$ cat src/rtl/vpr_regs.vh
// Constants for the vital product data page responder
// Contract
// Initiator picks a page by INQUIRY with EVPD set and a page code.
// Byte 0 of every page is zero: qualifier and device type both zero.
// Byte 1 echoes the page code; supported codes are 8Ah, 8Dh, 90h.
// Power-condition page reports page length 14 in bytes 2-3.
// Support flags set per enterable condition; y,z in byte 4; c,b,a byte 5.
// Six 16-bit recovery timers in ms at bytes 6 through 17.
// Recovery times cover only the return to active, not command processing.
// Timer zero means unspecified; FFFFh means longer than 65.534 seconds.
// Power-consumption page reports page length 4 in bytes 2-3.
// Consumption identifier byte 4 is zero.
// Units field in low bits of byte 5 is 4 (milliwatts), upper bits zero.
// Maximum power consumption sits in the 16-bit field at bytes 6-7.
// Logical unit page length 24, descriptors at bytes 4-15 and 16-27.
// Relative port identifier is 1 for primary and 2 for secondary port.
// Protocol identifier 6h in byte 2 low nibble; descriptor length 0004h.
// Retry control capable field is zero in each descriptor.
// Reserved bits are zero; multi-byte fields go most significant byte first.
// Page truncated to allocation length; full page length still reported.
`ifndef VPR_REGS_VH
`define VPR_REGS_VH

`define VPR_PAGE_PWR_COND     8'h8A
`define VPR_PAGE_PWR_USE      8'h8D
`define VPR_PAGE_LU_INFO      8'h90
`define VPR_LEN_PWR_COND      16'h000E
`define VPR_LEN_PWR_USE       16'h0004
`define VPR_LEN_LU_INFO       16'h0018
`define VPR_PWR_UNITS_MW      8'h04
`define VPR_PROTO_SAS         8'h06
`define VPR_DESC_LEN          16'h0004
`define VPR_PORT_PRI          16'h0001
`define VPR_PORT_SEC          16'h0002
`define VPR_HDR_BYTES         6'h04
`define VPR_DESC1_OFS         6'h10

// AXI4-Lite register byte addresses
`define VPR_A_CTRL            12'h000
`define VPR_A_STATUS          12'h004
`define VPR_A_FLAGS           12'h008
`define VPR_A_TMR_STOP_Z      12'h00C
`define VPR_A_TMR_Y_A         12'h010
`define VPR_A_TMR_B_C         12'h014
`define VPR_A_POWER           12'h018

// Control and status register fields
`define VPR_CTRL_START        0
`define VPR_CTRL_EVPD         1
`define VPR_CTRL_CODE_LO      8
`define VPR_CTRL_ALLOC_LO     16
`define VPR_STAT_DONE         2

// Reset values
`define VPR_RST_FLAGS         16'h0000
`define VPR_RST_TMR           32'h0000_0000
`define VPR_RST_POWER         16'h0000

`define VPR_RESP_OKAY         2'b00
`define VPR_RESP_SLVERR       2'b10

`define VPR_FIFO_DEPTH        8
`define VPR_FIFO_AW           3

`endif

$ cat src/rtl/vpr_fifo.v
// Byte FIFO with valid and ready on both sides
`timescale 1ns/100ps
`default_nettype none
module vpr_fifo #(
	parameter WIDTH = 8,
	parameter DEPTH = 8,
	parameter AW    = 3
) (
	input  wire             clk,
	input  wire             rst_n,
	input  wire [WIDTH-1:0] in_data,
	input  wire             in_valid,
	output wire             in_ready,
	output wire [WIDTH-1:0] out_data,
	output wire             out_valid,
	input  wire             out_ready
);
	reg [WIDTH-1:0] mem [0:DEPTH-1];
	reg [AW-1:0]    wr_reg;
	reg [AW-1:0]    rd_reg;
	reg [AW:0]      cnt_reg;
	wire            push;
	wire            pop;

	assign in_ready  = (cnt_reg != DEPTH[AW:0]);
	assign out_valid = (cnt_reg != {(AW+1){1'b0}});
	assign out_data  = mem[rd_reg];
	assign push      = in_valid & in_ready;
	assign pop       = out_valid & out_ready;

	always @(posedge clk) begin
		if (push) begin
			mem[wr_reg] <= in_data;
		end
	end

	always @(posedge clk or negedge rst_n) begin
		if (!rst_n) begin
			wr_reg  <= {AW{1'b0}};
			rd_reg  <= {AW{1'b0}};
			cnt_reg <= {(AW+1){1'b0}};
		end else begin
			if (push) begin
				wr_reg <= (wr_reg == DEPTH[AW-1:0] - 1'b1) ? {AW{1'b0}} : wr_reg + 1'b1;
			end
			if (pop) begin
				rd_reg <= (rd_reg == DEPTH[AW-1:0] - 1'b1) ? {AW{1'b0}} : rd_reg + 1'b1;
			end
			cnt_reg <= cnt_reg + {{AW{1'b0}}, push} - {{AW{1'b0}}, pop};
		end
	end
endmodule // vpr_fifo
`default_nettype wire

$ cat src/rtl/vpr_page_responder.v
// Vital product data page responder with AXI4-Lite setup and byte stream out
`timescale 1ns/100ps
`default_nettype none
`include "vpr_regs.vh"
module vpr_page_responder (
	input  wire        clk,
	input  wire        resetn,
	input  wire [11:0] s_axi_awaddr,
	input  wire [2:0]  s_axi_awprot,
	input  wire        s_axi_awvalid,
	output reg         s_axi_awready,
	input  wire [31:0] s_axi_wdata,
	input  wire [3:0]  s_axi_wstrb,
	input  wire        s_axi_wvalid,
	output reg         s_axi_wready,
	output reg  [1:0]  s_axi_bresp,
	output reg         s_axi_bvalid,
	input  wire        s_axi_bready,
	input  wire [11:0] s_axi_araddr,
	input  wire [2:0]  s_axi_arprot,
	input  wire        s_axi_arvalid,
	output reg         s_axi_arready,
	output reg  [31:0] s_axi_rdata,
	output reg  [1:0]  s_axi_rresp,
	output reg         s_axi_rvalid,
	input  wire        s_axi_rready,
	output reg  [7:0]  page_data,
	output reg         page_valid,
	output reg         page_last,
	input  wire        page_ready
);
	reg        rst_meta_reg;
	reg        rst_n_reg;
	wire       gen_ready;
	wire       page_fire;

	// Two-flop release so every register reset by rst_n_reg leaves reset on one edge, clear of resetn
	always @(posedge clk or negedge resetn) begin
		if (!resetn) begin
			rst_meta_reg <= 1'b0;
			rst_n_reg    <= 1'b0;
		end else begin
			rst_meta_reg <= 1'b1;
			rst_n_reg    <= rst_meta_reg;
		end
	end

	// Page contents set by firmware, then request and stream state
	reg [15:0] flags_reg;
	reg [31:0] tmr_sz_reg;
	reg [31:0] tmr_ya_reg;
	reg [31:0] tmr_bc_reg;
	reg [15:0] power_reg;
	reg [7:0]  code_reg;
	reg [15:0] alloc_reg;
	reg        busy_reg;
	reg        bad_reg;
	reg        done_reg;
	reg [5:0]  idx_reg;
	reg [5:0]  end_reg;

	// Length field of a page, bytes after byte 3
	function [15:0] page_len;
		input [7:0] code;
		begin
			if (code == `VPR_PAGE_PWR_COND) begin
				page_len = `VPR_LEN_PWR_COND;
			end else if (code == `VPR_PAGE_PWR_USE) begin
				page_len = `VPR_LEN_PWR_USE;
			end else begin
				page_len = `VPR_LEN_LU_INFO;
			end
		end
	endfunction

	function at_last;
		input [5:0] i;
		input [5:0] n;
		begin
			at_last = (i == n - 6'd1);
		end
	endfunction

	// Allocation length capped at the full page; a short buffer gets a cut page
	function [15:0] clamp_len;
		input [15:0] alloc;
		input [15:0] full;
		begin
			clamp_len = (alloc < full) ? alloc : full;
		end
	endfunction

	// Registers are whole aligned words, so the byte lane bits are dropped
	function [11:0] word_addr;
		input [11:0] a;
		begin
			word_addr = {a[11:2], 2'b00};
		end
	endfunction

	// Byte of the selected page at a given index, reserved bytes zero
	function [7:0] page_byte;
		input [7:0] code;
		input [5:0] i;
		reg   [5:0] d;
		reg   [15:0] len;
		reg   [15:0] port;
		reg   [15:0] dlen;
		begin
			page_byte = 8'h00;
			d = 6'h00;
			port = `VPR_PORT_PRI;
			dlen = `VPR_DESC_LEN;
			len = page_len(code);
			case (i)
				6'd0: page_byte = 8'h00;
				6'd1: page_byte = code;
				6'd2: page_byte = len[15:8];
				6'd3: page_byte = len[7:0];
				default: page_byte = 8'h00;
			endcase
			if (i >= `VPR_HDR_BYTES) begin
				if (code == `VPR_PAGE_PWR_COND) begin
					// Recovery timers exclude command processing time and 0 is unspecified
					case (i)
						6'd4: page_byte = {6'h00, flags_reg[9:8]};
						6'd5: page_byte = {5'h00, flags_reg[2:0]};
						6'd6: page_byte = tmr_sz_reg[31:24];
						6'd7: page_byte = tmr_sz_reg[23:16];
						6'd8: page_byte = tmr_sz_reg[15:8];
						6'd9: page_byte = tmr_sz_reg[7:0];
						6'd10: page_byte = tmr_ya_reg[31:24];
						6'd11: page_byte = tmr_ya_reg[23:16];
						6'd12: page_byte = tmr_ya_reg[15:8];
						6'd13: page_byte = tmr_ya_reg[7:0];
						6'd14: page_byte = tmr_bc_reg[31:24];
						6'd15: page_byte = tmr_bc_reg[23:16];
						6'd16: page_byte = tmr_bc_reg[15:8];
						6'd17: page_byte = tmr_bc_reg[7:0];
						default: page_byte = 8'h00;
					endcase
				end else if (code == `VPR_PAGE_PWR_USE) begin
					case (i)
						6'd4: page_byte = 8'h00;
						6'd5: page_byte = `VPR_PWR_UNITS_MW;
						6'd6: page_byte = power_reg[15:8];
						6'd7: page_byte = power_reg[7:0];
						default: page_byte = 8'h00;
					endcase
				end else begin
					// Second descriptor repeats the first with the secondary port number
					d = (i >= `VPR_DESC1_OFS) ? i - `VPR_DESC1_OFS : i - `VPR_HDR_BYTES;
					port = (i >= `VPR_DESC1_OFS) ? `VPR_PORT_SEC : `VPR_PORT_PRI;
					case (d)
						6'd0: page_byte = port[15:8];
						6'd1: page_byte = port[7:0];
						6'd2: page_byte = `VPR_PROTO_SAS;
						6'd6: page_byte = dlen[15:8];
						6'd7: page_byte = dlen[7:0];
						6'd8: page_byte = 8'h00;
						default: page_byte = 8'h00;
					endcase
				end
			end
		end
	endfunction

	function [5:0] page_total;
		input [7:0] code;
		reg   [15:0] sum;
		begin
			sum = page_len(code) + {10'h000, `VPR_HDR_BYTES};
			page_total = sum[5:0];
		end
	endfunction

	function is_supported;
		input [7:0] code;
		begin
			is_supported = (code == `VPR_PAGE_PWR_COND) || (code == `VPR_PAGE_PWR_USE) ||
			               (code == `VPR_PAGE_LU_INFO);
		end
	endfunction

	// AXI4-Lite write: address and data may arrive in either order
	reg        aw_have_reg;
	reg        w_have_reg;
	reg [11:0] aw_addr_reg;
	reg [31:0] w_data_reg;
	reg [3:0]  w_strb_reg;
	wire       wr_go;
	wire       start_req;
	wire [7:0] req_code;
	wire [15:0] req_alloc;
	wire [15:0] full_len;
	wire [15:0] send_len;

	assign wr_go     = aw_have_reg & w_have_reg & ~s_axi_bvalid;
	assign start_req = wr_go && (aw_addr_reg == `VPR_A_CTRL) &&
	                   w_data_reg[`VPR_CTRL_START] && (&w_strb_reg) && !busy_reg;
	assign req_code  = w_data_reg[`VPR_CTRL_CODE_LO +: 8];
	assign req_alloc = w_data_reg[`VPR_CTRL_ALLOC_LO +: 16];
	assign full_len  = {10'h000, page_total(req_code)};
	assign send_len  = clamp_len(req_alloc, full_len);

	always @(posedge clk or negedge rst_n_reg) begin
		if (!rst_n_reg) begin
			s_axi_awready <= 1'b0;
			s_axi_wready  <= 1'b0;
			s_axi_bvalid  <= 1'b0;
			s_axi_bresp   <= `VPR_RESP_OKAY;
			aw_have_reg   <= 1'b0;
			w_have_reg    <= 1'b0;
			aw_addr_reg   <= 12'h000;
			w_data_reg    <= 32'h0000_0000;
			w_strb_reg    <= 4'h0;
			flags_reg     <= `VPR_RST_FLAGS;
			tmr_sz_reg    <= `VPR_RST_TMR;
			tmr_ya_reg    <= `VPR_RST_TMR;
			tmr_bc_reg    <= `VPR_RST_TMR;
			power_reg     <= `VPR_RST_POWER;
			code_reg      <= 8'h00;
			alloc_reg     <= 16'h0000;
			bad_reg       <= 1'b0;
			done_reg      <= 1'b0;
		end else begin
			s_axi_awready <= ~aw_have_reg & ~s_axi_awready & s_axi_awvalid;
			s_axi_wready  <= ~w_have_reg & ~s_axi_wready & s_axi_wvalid;
			if (s_axi_awvalid && s_axi_awready) begin
				aw_have_reg <= 1'b1;
				aw_addr_reg <= word_addr(s_axi_awaddr);
			end
			if (s_axi_wvalid && s_axi_wready) begin
				w_have_reg <= 1'b1;
				w_data_reg <= s_axi_wdata;
				w_strb_reg <= s_axi_wstrb;
			end
			if (s_axi_bvalid && s_axi_bready) begin
				s_axi_bvalid <= 1'b0;
			end
			if (wr_go) begin
				aw_have_reg  <= 1'b0;
				w_have_reg   <= 1'b0;
				s_axi_bvalid <= 1'b1;
				s_axi_bresp  <= `VPR_RESP_OKAY;
				case (aw_addr_reg)
					`VPR_A_CTRL: begin
						if (start_req) begin
							// Unsupported or non-EVPD requests are flagged and stream nothing
							bad_reg  <= !w_data_reg[`VPR_CTRL_EVPD] || !is_supported(req_code);
							done_reg <= 1'b0;
							code_reg <= req_code;
							// Stream stops at allocation length; length fields stay full
							alloc_reg <= send_len;
						end
					end
					`VPR_A_STATUS: begin
						if (w_strb_reg[0] && w_data_reg[`VPR_STAT_DONE]) begin
							done_reg <= 1'b0;
						end
					end
					`VPR_A_FLAGS: begin
						if (w_strb_reg[0]) flags_reg[7:0] <= w_data_reg[7:0];
						if (w_strb_reg[1]) flags_reg[15:8] <= w_data_reg[15:8];
					end
					`VPR_A_TMR_STOP_Z: tmr_sz_reg <= w_data_reg;
					`VPR_A_TMR_Y_A: tmr_ya_reg <= w_data_reg;
					`VPR_A_TMR_B_C: tmr_bc_reg <= w_data_reg;
					`VPR_A_POWER: begin
						if (w_strb_reg[0]) power_reg[7:0] <= w_data_reg[7:0];
						if (w_strb_reg[1]) power_reg[15:8] <= w_data_reg[15:8];
					end
					default: s_axi_bresp <= `VPR_RESP_SLVERR;
				endcase
			end
			// Completion set wins over the software clear in the same cycle
			if (page_fire && at_last(idx_reg, end_reg)) begin
				done_reg <= 1'b1;
			end
		end
	end

	// AXI4-Lite read; arready stays low while an answer waits for rready
	always @(posedge clk or negedge rst_n_reg) begin
		if (!rst_n_reg) begin
			s_axi_arready <= 1'b0;
			s_axi_rvalid  <= 1'b0;
			s_axi_rdata   <= 32'h0000_0000;
			s_axi_rresp   <= `VPR_RESP_OKAY;
		end else begin
			s_axi_arready <= ~s_axi_arready & ~s_axi_rvalid & s_axi_arvalid;
			if (s_axi_rvalid && s_axi_rready) begin
				s_axi_rvalid <= 1'b0;
			end
			if (s_axi_arvalid && s_axi_arready) begin
				s_axi_rvalid <= 1'b1;
				s_axi_rresp  <= `VPR_RESP_OKAY;
				case (word_addr(s_axi_araddr))
					`VPR_A_CTRL: s_axi_rdata <= {alloc_reg, code_reg, 8'h00};
					`VPR_A_STATUS: s_axi_rdata <= {26'h0, idx_reg[5:3], done_reg, bad_reg, busy_reg};
					`VPR_A_FLAGS: s_axi_rdata <= {16'h0000, flags_reg};
					`VPR_A_TMR_STOP_Z: s_axi_rdata <= tmr_sz_reg;
					`VPR_A_TMR_Y_A: s_axi_rdata <= tmr_ya_reg;
					`VPR_A_TMR_B_C: s_axi_rdata <= tmr_bc_reg;
					`VPR_A_POWER: s_axi_rdata <= {16'h0000, power_reg};
					default: begin
						s_axi_rdata <= 32'h0000_0000;
						s_axi_rresp <= `VPR_RESP_SLVERR;
					end
				endcase
			end
		end
	end

	// Byte generator feeding the FIFO; stalls when the FIFO is full
	wire [7:0] f_data;
	wire       f_valid;
	wire       f_ready;

	assign page_fire = busy_reg & gen_ready;

	always @(posedge clk or negedge rst_n_reg) begin
		if (!rst_n_reg) begin
			busy_reg <= 1'b0;
			idx_reg  <= 6'h00;
			end_reg  <= 6'h00;
		end else if (!busy_reg) begin
			if (start_req && w_data_reg[`VPR_CTRL_EVPD] && is_supported(req_code) &&
			    req_alloc != 16'h0000) begin
				busy_reg <= 1'b1;
				idx_reg  <= 6'h00;
				end_reg  <= send_len[5:0];
			end
		end else if (page_fire) begin
			idx_reg <= idx_reg + 6'd1;
			if (at_last(idx_reg, end_reg)) begin
				busy_reg <= 1'b0;
			end
		end
	end

	// Last marker travels as the ninth FIFO bit
	wire [8:0] f_out;
	vpr_fifo #(
		.WIDTH (9),
		.DEPTH (`VPR_FIFO_DEPTH),
		.AW    (`VPR_FIFO_AW)
	) u_fifo (
		.clk       (clk),
		.rst_n     (rst_n_reg),
		.in_data   ({at_last(idx_reg, end_reg), page_byte(code_reg, idx_reg)}),
		.in_valid  (busy_reg),
		.in_ready  (gen_ready),
		.out_data  (f_out),
		.out_valid (f_valid),
		.out_ready (f_ready)
	);
	assign f_data  = f_out[7:0];
	assign f_ready = ~page_valid | page_ready;

	// Registered output stage
	always @(posedge clk or negedge rst_n_reg) begin
		if (!rst_n_reg) begin
			page_valid <= 1'b0;
			page_data  <= 8'h00;
			page_last  <= 1'b0;
		end else if (f_ready) begin
			page_valid <= f_valid;
			page_data  <= f_valid ? f_data : 8'h00;
			page_last  <= f_valid & f_out[8];
		end
	end
endmodule // vpr_page_responder
`default_nettype wire

$ cat config.mk
export PLATFORM = sky130hd
export DESIGN_NAME = vpr_page_responder
export DESIGN_NICKNAME = d
export VERILOG_FILES = /design/src/rtl/vpr_fifo.v /design/src/rtl/vpr_page_responder.v
export VERILOG_INCLUDE_DIRS = /design/src /design/src/rtl
export SDC_FILE = /design/constraint.sdc
export NUM_CORES = 1
export LEC_CHECK = 0
export ABC_CLOCK_PERIOD_IN_PS = 14800
export BUFFER_PORTS_ARGS = -buffer_cell sky130_fd_sc_hd__clkbuf_2
export CORE_AREA = 4 4 206 208
export DETAILED_ROUTE_END_ITERATION = 12
export DIE_AREA = 0 0 210 212
export PLACE_DENSITY = 0.64
export REMOVE_ABC_BUFFERS = 1
export SLEW_MARGIN = 20
export SYNTH_ARGS = -nofsm -noshare
export SYNTH_HDL_FRONTEND = slang
export SYNTH_SLANG_ARGS = --single-unit
$ cat constraint.sdc
create_clock -name clk -period 14.8 [get_ports clk]
set_input_delay 1.48 -clock clk [delete_from_list [all_inputs] [get_ports clk]]
set_output_delay 1.48 -clock clk [all_outputs]
set_load 0.05 [all_outputs]
; Word-level counts from Yosys, hierarchy flattened
; Memory sizes are Yosys's and may differ from the RTL's.
; Cells that the tools add are included.
[classes]
addsub = 9
order_cmp = 3
eq_ne = 44
n_mux = 42
bitwise_logic = 21
reduce_logical = 46
[ops]
columns = op, count
row1 = case mux 32 bit (7 select lines), 1
row2 = case mux 8 bit (14 select lines), 1
row3 = == test 10 x 3 -> 1 bit (second input constant), 6
row4 = == test 6 x 4 -> 1 bit (second input constant), 8
row5 = case mux 8 bit (3 select lines), 2
row6 = == test 10 x 2 -> 1 bit (second input constant), 4
row7 = == test 8 bit (second input constant), 5
row8 = 2-to-1 mux 8 bit, 4
row9 = == test 6 x 3 -> 1 bit (second input constant), 5
row10 = 2-to-1 mux 6 bit, 5
row11 = == test 10 x 1 -> 1 bit (second input constant), 2
row12 = == test 6 x 2 -> 1 bit (second input constant), 3
row13 = 2-to-1 mux 1 bit, 18
row14 = less-than comparator 16 x 6 -> 1 bit, 1
row15 = 2-to-1 mux 16 bit, 1
row16 = nonzero test 16 bit, 1
row17 = 2-to-1 mux 5 bit, 3
row18 = AND reduction 3 bit, 5
row19 = logical AND 1 bit, 14
row20 = OR reduction 7 bit, 2
row21 = == test 6 x 1 -> 1 bit (second input constant), 2
row22 = == test 6 x 5 -> 1 bit (second input constant), 2
row23 = zero test 12 bit, 1
row24 = case mux 3 bit (4 select lines), 1
row25 = 31 further kinds, 68
[totals]
ff_bits = 278
ram_bits = 72
mem_count = 1
[mem_list]
columns = name, words, width, read_ports, rd_clocked_by_memory_dff, write_ports, line
row1 = u_fifo.mem, 8, 9, 1, 0, 1, vpr_fifo.v:18  ; reg [WIDTH-1:0] mem [0:DEPTH-1];

; Longest topological paths before layout
; Gate-level depths: netlist of the first run.
[logic_depth]
word_depth = 11
mapped_depth = 11
depth_no_buf = 10

; Hierarchy
; A second synthesis of the first run with hierarchy kept.
[hier_totals]
cells_unflattened = 1262
hier_area_um2 = 16402.0
[by_module_without_submodules]
columns = module, n_inst, cells_each, area_each_um2
row1 = vpr_page_responder, 1, 1102, 13017.5
row2 = vpr_fifo, 1, 160, 3384.5

; Worst setup path after synthesis of the first run
; No wires, ideal clock.
[synth_path]
path_type = input to register
from = in s_axi_araddr[7]
to = reg s_axi_rdata[11]
setup_ns = 0.087
arrival_ns = 3.620
path_slack_ns = 11.093
path_stages = 8
path_cell_list = or4_1 clkbuf_1 or3_1 clkbuf_1 nor4_4 clkbuf_1 a22oi_1 o211ai_1
[synth_via]
elab_chain_cells = 2
word_cells_on_any_way = 8
classes_between = eq/ne: 6 / mux: 1 / reduce/logical: 1
[synth_lines]
columns = element, line
row1 = from (decl), vpr_page_responder.v:19  ; input wire [11:0] s_axi_araddr,
row2 = == test 10 x 3 -> 1 bit (tied with other cells), vpr_page_responder.v:298  ; case (word_addr(s_axi_araddr))
row3 = case mux 32 bit (7 select lines) (*), vpr_page_responder.v:298
row4 = to (signal assigned), vpr_page_responder.v:299  ; `VPR_A_CTRL: s_axi_rdata <= {alloc_reg, code_reg, 8'h00};
row5 = to (signal assigned), vpr_page_responder.v:300  ; `VPR_A_STATUS: s_axi_rdata <= {26'h0, idx_reg[5:3], done_reg, bad_reg, busy_reg};
row6 = to (signal assigned), vpr_page_responder.v:301  ; `VPR_A_FLAGS: s_axi_rdata <= {16'h0000, flags_reg};
row7 = to (decl), vpr_page_responder.v:23  ; output reg [31:0] s_axi_rdata,
; Mark *: on every way between the ends. The rest lies on a longest branch, timed or not.
; A chain may end at the register's enable or synchronous reset.

; Final worst setup path of the first run
[layout_path]
from = reg aw_addr_reg[7]
to = reg end_reg[4]
[layout_via]
elab_chain_cells = 9
[layout_lines]
columns = element, line
row1 = from (decl), vpr_page_responder.v:188  ; reg [11:0] aw_addr_reg;
row2 = from (signal assigned), vpr_page_responder.v:231  ; aw_addr_reg <= word_addr(s_axi_awaddr);
row3 = zero test 12 bit, n/a
row4 = logical AND 1 bit (4 in a row), vpr_page_responder.v:199  ; assign start_req = wr_go && (aw_addr_reg == `VPR_A_CTRL) &&
row5 = logical AND 1 bit (3 in a row), vpr_page_responder.v:328  ; if (start_req && w_data_reg[`VPR_CTRL_EVPD] && is_supported(req_code) &&
row6 = AND reduction 2 bit (no line), n/a
row7 = to (signal assigned), vpr_page_responder.v:332  ; end_reg <= send_len[5:0];
row8 = to (decl), vpr_page_responder.v:60  ; reg [5:0] end_reg;
; No other way between the ends.

==> results.json, run 1 <==
{
  "vias": 11339,
  "firstDrtPassIters": 6,
  "syn_to_final_growth_pct": 14.4,
  "ys.flop_type": "dfrtp_1",
  "coreArea_mm2": 0.0406,
  "synthesis.area_mm2": 0.0160,
  "yosysTopAreaCell": "dfrtp_1",
  "min_period_ps": 3840,
  "worst_pin_slew_ps": 1220,
  "status": "completed",
  "async_flop_share_pct": 79.3,
  "drc": 0,
  "die_w_um": 210,
  "ios": 125,
  "grt_start_max_net_pins": 79,
  "critical_path_class": "reg -> reg",
  "die_h_um": 212,
  "cts-root-buf": "clkbuf_16",
  "startpoint_type": "flop",
  "reg2reg_depth": 5,
  "clockBufferDepth": 3,
  "final_util_pct": 45.2,
  "cp_max_fo": 31,
  "synthTopCellsByArea": "dfrtp_1, edfxtp_1, mux2_2, mux4_2, ha_1",
  "synth.most_common_cell": "dfrtp_1",
  "grtUsageMet3_pct": 4.21,
  "setup_viol": 0,
  "cpPeakStageDelay_ps": 900,
  "diodes": 0,
  "finalHoldViolCount": 0,
  "nets": 1448,
  "worstPathArrival_ps": 4260,
  "fillCellCount": 3767,
  "num_rows": 74,
  "numCtsBuffers": 38,
  "hold_path.class": "reg -> async",
  "grt_util_met1_pct": 29.0,
  "avgViaCountPerCell": 5.95,
  "skew_ps": 27.5,
  "ir_drop_mv": 0.0962,
  "yosysTopAreaCellShare_pct": 43.1,
  "path_clk_slew_ps": 60,
  "fin_setup_tns_ps": 0,
  "initial_core_util_pct": 39.6,
  "syn-instance-count": 1254,
  "crit_required_ps": 15220,
  "ys_seq_area_share_pct": 56.5,
  "met2_usage_pct": 31.2,
  "drv_cap": 0,
  "grt_pass1_vias": 11387,
  "synth_edf_count": 72,
  "ys_seq_elements": 348,
  "htreeDepth": 2,
  "cts_tree": "built",
  "fmax_mhz": 260,
  "cpMostUsedCell": "or4_1",
  "synth_cell_type_count": 75,
  "cts_hold_buffers": 0,
  "yosys_warnings": 0,
  "regMostFlops": "u_fifo.mem",
  "grt-busiest-layer": "met2",
  "post-route-period-util_pct": 26.0,
  "drv_slew": 0,
  "cp-end-kind": "flop",
  "syn_avg_cell_area_um2": 12.8,
  "portBuffers": 112,
  "rsz0062_at_grt": "false",
  "drt_iter0_drc": 1171,
  "crit_chain": "or4_1, or4_1, or4_4, nor3_2, mux2_2",
  "critPathSlowestCell": "nor3_2",
  "cellPowerDensity_mw_per_mm2": 138,
  "final_layout_size_suffix_gt1_share_pct": 30.4,
  "maxSlewHeadroom_pct": 17.9,
  "die-area_mm2": 0.0445,
  "cts.sinks": 348,
  "clk_latency_ps": 540,
  "gp_congestion": 0.967,
  "grt_pass1_wl_mm": 69.8,
  "antenna_found_initial": 0,
  "netlist_top_cells_count": "dfrtp_1, mux2_2, edfxtp_1, nand2_1, clkbuf_1",
  "postCtsSetupRepairBufs": 0,
  "grt.total_usage_pct": 20.2,
  "routedWlPerCell_um": 24.0,
  "drt_wl_total_mm": 45.8,
  "ant_nets": 0,
  "leakage_nw": 7.98,
  "grt-ovfl-total": 0,
  "dp_hpwl_mm": 30.1,
  "cts_resized": 0,
  "largest_reg_flops": 72
}
-- per-layer routing --
layer | share of wire [%] | vias to the layer above
li1 | - | 4940
met3 | 8.1 | 92
met5 | 0 | -
met2 | 45 | 522
met1 | 44 | 5785
met4 | 2.9 | 0
-- where the power goes --
group          internal [mW]  switching (mW)
Sequential              1.08           0.182
Combinational          0.172           0.187
Clock                  0.523           0.379
-- cell families (layout without fill, tap and decap cells) --
family | after synthesis | after routing | share of synthesized area (%)
other | 2 | 4 | 0.0468
AOI/OAI and AO/OA | 270 | 270 | 12.1
muxes | 235 | 235 | 17.5
and+or+nand+nor | 247 | 247 | 8.15
adders and majority gates | 28 | 28 | 2.23
buffers and inverters | 112 | 230 | 2.75
xor gates and xnor gates | 12 | 12 | 0.655
DFF | 348 | 348 | 56.5
-- per-stage QoR --
| stage | worst slack [ps] | instance area (µm²) | hold WS [ps] | std cells | total power [mW] |
|---|---|---|---|---|---|
| after floorplan | 6540 | 15700 | 331 | 1175 | 1.48 |
| after global placement | 10560 | 17100 | 337 | 1837 | 1.63 |
| after detailed placement | 10560 | 17100 | 350 | 1837 | 1.64 |
| after CTS | 10880 | 18300 | 356 | 1905 | 2.55 |
| after global routing | 10800 | 18300 | 405 | 1906 | 2.64 |
| final | 10960 | 18300 | 331 | 1906 | 2.53 |
-- worst max-delay path: cells and delay by family, from the launching register on --
kind | cells | cell delay [ps]
and+or+nand+nor | 4 | 2940
muxes | 1 | 420
DFF | 1 | 370
-- layout make-up --
| type | instances | area (µm²) | share of cell area, % |
|---|---|---|---|
| inverters | 31 | 116 | 0.634 |
| multi-input cells | 796 | 6590 | 35.9 |
| clock inverters | 13 | 95.1 | 0.518 |
| flip-flops and latches | 348 | 9070 | 49.5 |
| clock buffers | 55 | 1080 | 5.87 |
| repair buffers | 131 | 727 | 3.96 |
| well taps | 532 | 666 | 3.63 |
-- final timing paths --
| path | endpoint | startpoint | slack, ps |
|---|---|---|---|
| worst max register to register | end_reg[4]$_DFFE_PN0P_ | aw_addr_reg[7]$_DFFE_PN0P_ | 10960 |
| worst min register to register | s_axi_rdata[31]$_DFFE_PN0P_ | rst_n_reg$_DFF_PN0_ | 330 |
| min in group clk | rst_n_reg$_DFF_PN0_ | rst_meta_reg$_DFF_PN0_ | 370 |
| max in group asynchronous | w_data_reg[12]$_DFFE_PN0P_ | rst_n_reg$_DFF_PN0_ | 12590 |
| worst max-delay path | end_reg[4]$_DFFE_PN0P_ | aw_addr_reg[7]$_DFFE_PN0P_ | 10960 |
| worst min-delay path | s_axi_rdata[31]$_DFFE_PN0P_ | rst_n_reg$_DFF_PN0_ | 330 |
-- cells in the final DEF (no fill, tap or decap), drive strengths merged, types with 30 or more instances in the layout --
cell,Yosys,final
o21ai,47,47
edfxtp,72,72
nand2,72,72
mux2i,30,30
a21oi,42,42
dfrtp,276,276
nor2,56,56
a22oi,40,40
inv,31,33
mux2,187,187
clkbuf,60,167
No activity file was read; power rests on OpenSTA's default activity.
==> run 2: changes to the inputs <==
Settings changed: ABC_AREA from default to 1, ABC_CLOCK_PERIOD_IN_PS 14800 to 4000, CORE_AREA 4 4 206 208 to 4 4 210 212, DIE_AREA 0 0 210 212 to 0 0 214 216.
Clock period 14.8 ns to 4 ns, I/O delays scaled along.
==> results.json, run 2 <==
{
  "timing.rr.start": "idx_reg[4]$_DFFE_PN0P_",
  "min_period_ps": 3330,
  "final_layout_size_suffix_gt1_share_pct": 11.7,
  "crit_required_ps": 4250,
  "cp.depth": 12,
  "dpl.cell_count": 2566,
  "synthesis.area_mm2": 0.0167,
  "die_w_um": 214,
  "finalHoldViolCount": 0,
  "htreeDepth": 2,
  "die_h_um": 216,
  "coreArea_mm2": 0.0419,
  "synth.most_common_cell": "nand2_1",
  "grt_start_max_net_pins": 85,
  "clockBufferDepth": 3,
  "maxSlewHeadroom_pct": 31.9,
  "yosysTopAreaCellShare_pct": 41.3,
  "status": "completed",
  "cts_tree": "built",
  "layout_commonest_cell": "nand2_1",
  "worst_slack_ps": 672,
  "ys.flop_type": "dfrtp_1",
  "fillCellCount": 4148,
  "gp_congestion": 0.968,
  "worst_pin_slew_ps": 1020,
  "worstPathArrival_ps": 3580,
  "rsz0062_at_grt": "false",
  "final_cell_mix": "nand2_1, dfrtp_1, inv_1, nand3_1, o21ai_0",
  "regMostFlops": "u_fifo.mem",
  "ys_seq_elements": 348,
  "skew_ps": 17.4,
  "reg2reg_depth": 12,
  "leakage_nw": 9.07,
  "drt_iter0_drc": 1071,
  "cpLargestDelayFamily": "simple AND/OR/NAND/NOR gates",
  "startpoint": "idx_reg[4]$_DFFE_PN0P_",
  "dp_hpwl_mm": 35.0,
  "drt_wl_total_mm": 49.7,
  "hold_ws_ps": 31.2,
  "seqCellArea_mm2": 0.00907,
  "syn_avg_cell_area_um2": 8.47,
  "portBuffers": 112,
  "fmax_mhz": 300,
  "fin_setup_tns_ps": 0,
  "r2r_slack_ps": 670,
  "cts-root-buf": "clkbuf_16",
  "diodes": 0,
  "instances_no_fill": 2643,
  "nets": 2174,
  "grt.total_usage_pct": 21.2,
  "postCtsSetupRepairBufs": 0,
  "die-area_mm2": 0.0462,
  "multi_input_area_mm2": 0.00660,
  "stdcell_area_mm2": 0.0193,
  "critPathBufInv": 3,
  "numCtsBuffers": 40,
  "hold_path.class": "in -> reg",
  "grt_pass1_vias": 13880,
  "vias": 13994,
  "cpMostUsedCell": "nand2_1",
  "yosys_warnings": 0,
  "cellPowerDensity_mw_per_mm2": 559,
  "ys_seq_area_share_pct": 54.3,
  "syn_to_final_growth_pct": 15.3,
  "path_clk_slew_ps": 60,
  "firstDrtPassIters": 5,
  "drv_cap": 0,
  "ant_nets": 0,
  "startpoint_type": "flop",
  "syn-instance-count": 1973,
  "yosysTopAreaCell": "dfrtp_1",
  "initial_core_util_pct": 39.8,
  "antenna_found_initial": 0,
  "r2r-end": "u_fifo.mem[5][2]$_DFFE_PP_",
  "synth_edf_count": 72,
  "ir_drop_mv": 0.363,
  "synthTopCellsByArea": "dfrtp_1, nand2_1, edfxtp_1, nand3_1, o21ai_0",
  "cts.sinks": 348,
  "grt_pass1_wl_mm": 77.7,
  "setup.worst_path.end": "u_fifo.mem[5][2]$_DFFE_PP_",
  "num_rows": 75,
  "clk_latency_ps": 570,
  "critical_path_class": "reg -> reg",
  "drv_slew": 0,
  "largest_reg_flops": 72,
  "netlist_top_cells_count": "nand2_1, dfrtp_1, inv_1, nand3_1, o21ai_0",
  "cp_max_fo": 9,
  "avgViaCountPerCell": 5.29,
  "critPathSlowestCell": "a21oi_1",
  "routedWlPerCell_um": 18.8,
  "async_flop_share_pct": 79.3,
  "grt-ovfl-total": 0,
  "setup_viol": 0,
  "synth_cell_type_count": 48,
  "post-route-period-util_pct": 83.2,
  "crit_chain": "inv_1, ha_1, nand2_1, nor2_2, inv_1, nand3_1, nand2_1, inv_1, nand2_1, nand2_1, nor2_1, a21oi_1",
  "cp-end-kind": "flop",
  "pre_cts_ws_ps": 792,
  "place_area_mm2": 0.0177,
  "cpPeakStageDelay_ps": 580,
  "ios": 125,
  "drc": 0
}
## run 2: changes by cell type after synthesis, sizes merged, moves of 20 or more
cell and change:
nor2 +93, inv +138, nand4 +21, nand2 +570, mux2 -187, a21oi -20
o21ai +198, buf +23, nand3 +151, clkbuf -23, a22o -26, a22oi -36
## run 2: final cells by class
| type | instances | area share, % |
|---|---|---|
| clock inverter | 27 | 1.99 |
| tap | 539 | 3.50 |
| multi-input combinational | 1373 | 34.3 |
| timing repair buffer | 136 | 4.08 |
| sequential | 348 | 47.1 |
| inverter | 173 | 3.38 |
| clock buffer | 47 | 5.66 |
## run 2: through the flow
step	util [%]	total power [mW]
3_5_place_dp	42.3	6.77
5_1_grt	45.9	11.3
4_1_cts	45.9	10.9
3_3_place_gp	42.3	6.68
2_1_floorplan	-	5.97
6_report	45.9	10.8
## run 2: worst min-delay path by stage
stage / from / endpoint / slack [ps] / depth (start not counted)
after CTS: s_axi_awaddr[10] / aw_addr_reg[10]$_DFFE_PN0P_ / 10 / 3
after detailed placement: resetn / rst_meta_reg$_DFF_PN0_ / 190 / 1
after floorplan: resetn / rst_meta_reg$_DFF_PN0_ / 100 / 0
after global placement: resetn / rst_meta_reg$_DFF_PN0_ / 190 / 1
final: s_axi_awaddr[10] / aw_addr_reg[10]$_DFFE_PN0P_ / 30 / 3
after global routing: s_axi_awaddr[10] / aw_addr_reg[10]$_DFFE_PN0P_ / 30 / 3
## run 2: worst register-to-register path: stages (launching register included)
cell	delay (ps)
dfrtp_1	520
inv_1	220
ha_1	380
nand2_1	220
nor2_2	400
inv_1	160
nand3_1	100
nand2_1	160
inv_1	110
nand2_1	60
nand2_1	60
nor2_1	50
a21oi_1	580
## run 2: what timing repair did
action / CTS / global route
resized for setup: 0 / 0
hold buffers: 3 / 0
endpoints found under the hold margin: 4 / 0
## run 2: layer usage
metal | wire (µm) | track usage [%] | vias up
li1 | - | - | 6660
met1 | 20900 | 27.2 | 6756
met2 | 24200 | 36.3 | 460
met3 | 2680 | 3.28 | 118
met4 | 1910 | 8.54 | 0
met5 | 0 | 0 | -
## run 2: cell families after synthesis
group | after synthesis | synth area share [%]
simple gates | 1004 | 25.7
compound gates | 309 | 9.90
xor+xnor | 13 | 0.681
flops | 348 | 54.3
fa+ha+maj | 28 | 2.14
mux | 15 | 0.899
buf+inv | 254 | 6.33
other cells | 2 | 0.0449
## run 2: power breakdown
part,internal (mW),switching [mW]
clock network,2.54,1.52
registers,4.13,0.483
logic,0.608,1.49
==> run 3: changes to the inputs <==
Settings changed: ABC_AREA 1 to 0, ABC_CLOCK_PERIOD_IN_PS 4000 to 3100, CORE_AREA 4 4 210 212 to 4 4 206 208, DIE_AREA 0 0 214 216 to 0 0 210 212.
Clock period 4 ns to 3.1 ns, I/O delays scaled along.
==> results.json, run 3 (synthesized netlist as in run 1, its figures left out) <==
{
  "die_h_um": 212,
  "coreArea_mm2": 0.0406,
  "dp_hpwl_mm": 32.6,
  "maxSlewHeadroom_pct": 46.4,
  "grt.total_usage_pct": 21.0,
  "hp-start": "s_axi_wdata[16]",
  "firstDrtPassIters": 5,
  "worst_pin_slew_ps": 803,
  "final_cell_mix": "dfrtp_1, mux2_2, clkbuf_2, buf_4, edfxtp_1",
  "nets": 1536,
  "path_clk_slew_ps": 60,
  "htreeDepth": 2,
  "syn_to_final_growth_pct": 19.5,
  "final_layout_size_suffix_gt1_share_pct": 32.8,
  "crit_required_ps": 3480,
  "setup_viol": 0,
  "avgViaCountPerCell": 5.82,
  "routedWlPerCell_um": 23.4,
  "cpPeakStageDelay_ps": 660,
  "layout_commonest_cell": "dfrtp_1",
  "grt_pass1_wl_mm": 72.5,
  "dpl.cell_count": 1904,
  "grt-ovfl-total": 0,
  "clk_latency_ps": 540,
  "finalHoldViolCount": 0,
  "diodes": 0,
  "grt_start_max_net_pins": 61,
  "die-area_mm2": 0.0445,
  "ios": 125,
  "drt_wl_total_mm": 46.6,
  "cts-root-buf": "clkbuf_16",
  "post-route-period-util_pct": 97.8,
  "cp_max_fo": 15,
  "drv_slew": 0,
  "critPathSlowestCell": "ha_1",
  "cp-end-kind": "flop",
  "place_area_mm2": 0.0177,
  "worstPathArrival_ps": 3410,
  "cts_tree": "built",
  "final_util_pct": 47.3,
  "gp_congestion": 0.941,
  "timing.rr.start": "idx_reg[0]$_DFFE_PN0P_",
  "cellPowerDensity_mw_per_mm2": 657,
  "ant_nets": 0,
  "largest_reg_flops": 72,
  "drv_cap": 0,
  "cpLargestDelayFamily": "compound AO/OA/AOI/OAI gates",
  "instances_no_fill": 1994,
  "skew_ps": 27.6,
  "fillCellCount": 3672,
  "clockBufferDepth": 3,
  "initial_core_util_pct": 39.6,
  "critical_path_class": "reg -> reg",
  "portBuffers": 112,
  "vias": 11596,
  "regMostFlops": "u_fifo.mem",
  "antenna_found_initial": 0,
  "rsz0062_at_grt": "false",
  "crit_chain": "inv_1, ha_1, nand2_1, o22ai_1, nor2_1, a41o_1, a21oi_1, buf_4",
  "drc": 0,
  "fin_setup_tns_ps": 0,
  "fmax_mhz": 330,
  "cts.sinks": 348,
  "grt_pass1_vias": 11889,
  "ir_drop_mv": 0.627,
  "startpoint": "idx_reg[0]$_DFFE_PN0P_",
  "cts_resized": 0,
  "leakage_nw": 8.47,
  "status": "completed",
  "hold_path.class": "in -> reg",
  "min_period_ps": 3030,
  "die_w_um": 210,
  "numCtsBuffers": 38,
  "drt_iter0_drc": 1143,
  "num_rows": 74,
  "startpoint_type": "flop",
  "critPathBufInv": 2,
  "stdcell_area_mm2": 0.0192
}
## run 3: changes by cell type in the layout (fill, tap and decap cells not counted), moves of 82 or more
cell / change
mux2_2: +187
nand3_1: -145
inv_1: -135
o21ai_1: -89
nand2_1: -563
o21ai_0: -109
nor2_1: -82
## run 3: final timing paths
kind	endpoint	slack [ps]	cells past startpoint
setup / recovery	u_fifo.mem[1][4]$_DFFE_PP_	70	8
hold / removal	w_data_reg[16]$_DFFE_PN0P_	20	2
setup reg to reg	u_fifo.mem[1][4]$_DFFE_PP_	70	8
hold reg to reg	rst_n_reg$_DFF_PN0_	360	0
max in group asynchronous	tmr_bc_reg[19]$_DFFE_PN0P_	1740	1
min in group asynchronous	rst_meta_reg$_DFF_PN0_	100	2
## run 3: cell type report
class	count	area [µm²]	area share [%]
Timing Repair Buffer	219	1480	7.73
Tap cell	532	666	3.47
Sequential cell	348	9070	47.3
Clock inverter	10	156	0.816
Clock buffer	58	1110	5.78
Inverter	31	116	0.607
Multi-Input combinational cell	796	6560	34.3
## run 3: report_power, final
group          switching, mW  internal, mW  total [mW]
clock network           1.81          2.80        4.61
registers              0.739          5.19        5.93
logic                   1.11         0.942        2.05
## run 3: stage by stage
stage	power (mW)	setup slack (ps)	hold slack [ps]
after floorplan	7.12	-5160	14.4
after global placement	7.97	191	95.3
after detailed placement	8.06	143	104
after CTS	12.7	109	0.192
after global routing	13.2	1.91	10.5
final	12.6	67.7	19.3
## run 3: repair_timing
action	4_1_cts	5_1_grt
buffers inserted	0	0
endpoints found under the hold margin	23	0
hold buffers	22	0
## run 3: routing by layer
metal  up-vias  share of wire [%]  GRT usage, %
met5         -                  0             0
met4         0                2.6          6.30
met3        81                8.1          4.74
met2       472                 46          32.8
met1      5921                 44          29.8
li1       5122                  -             -
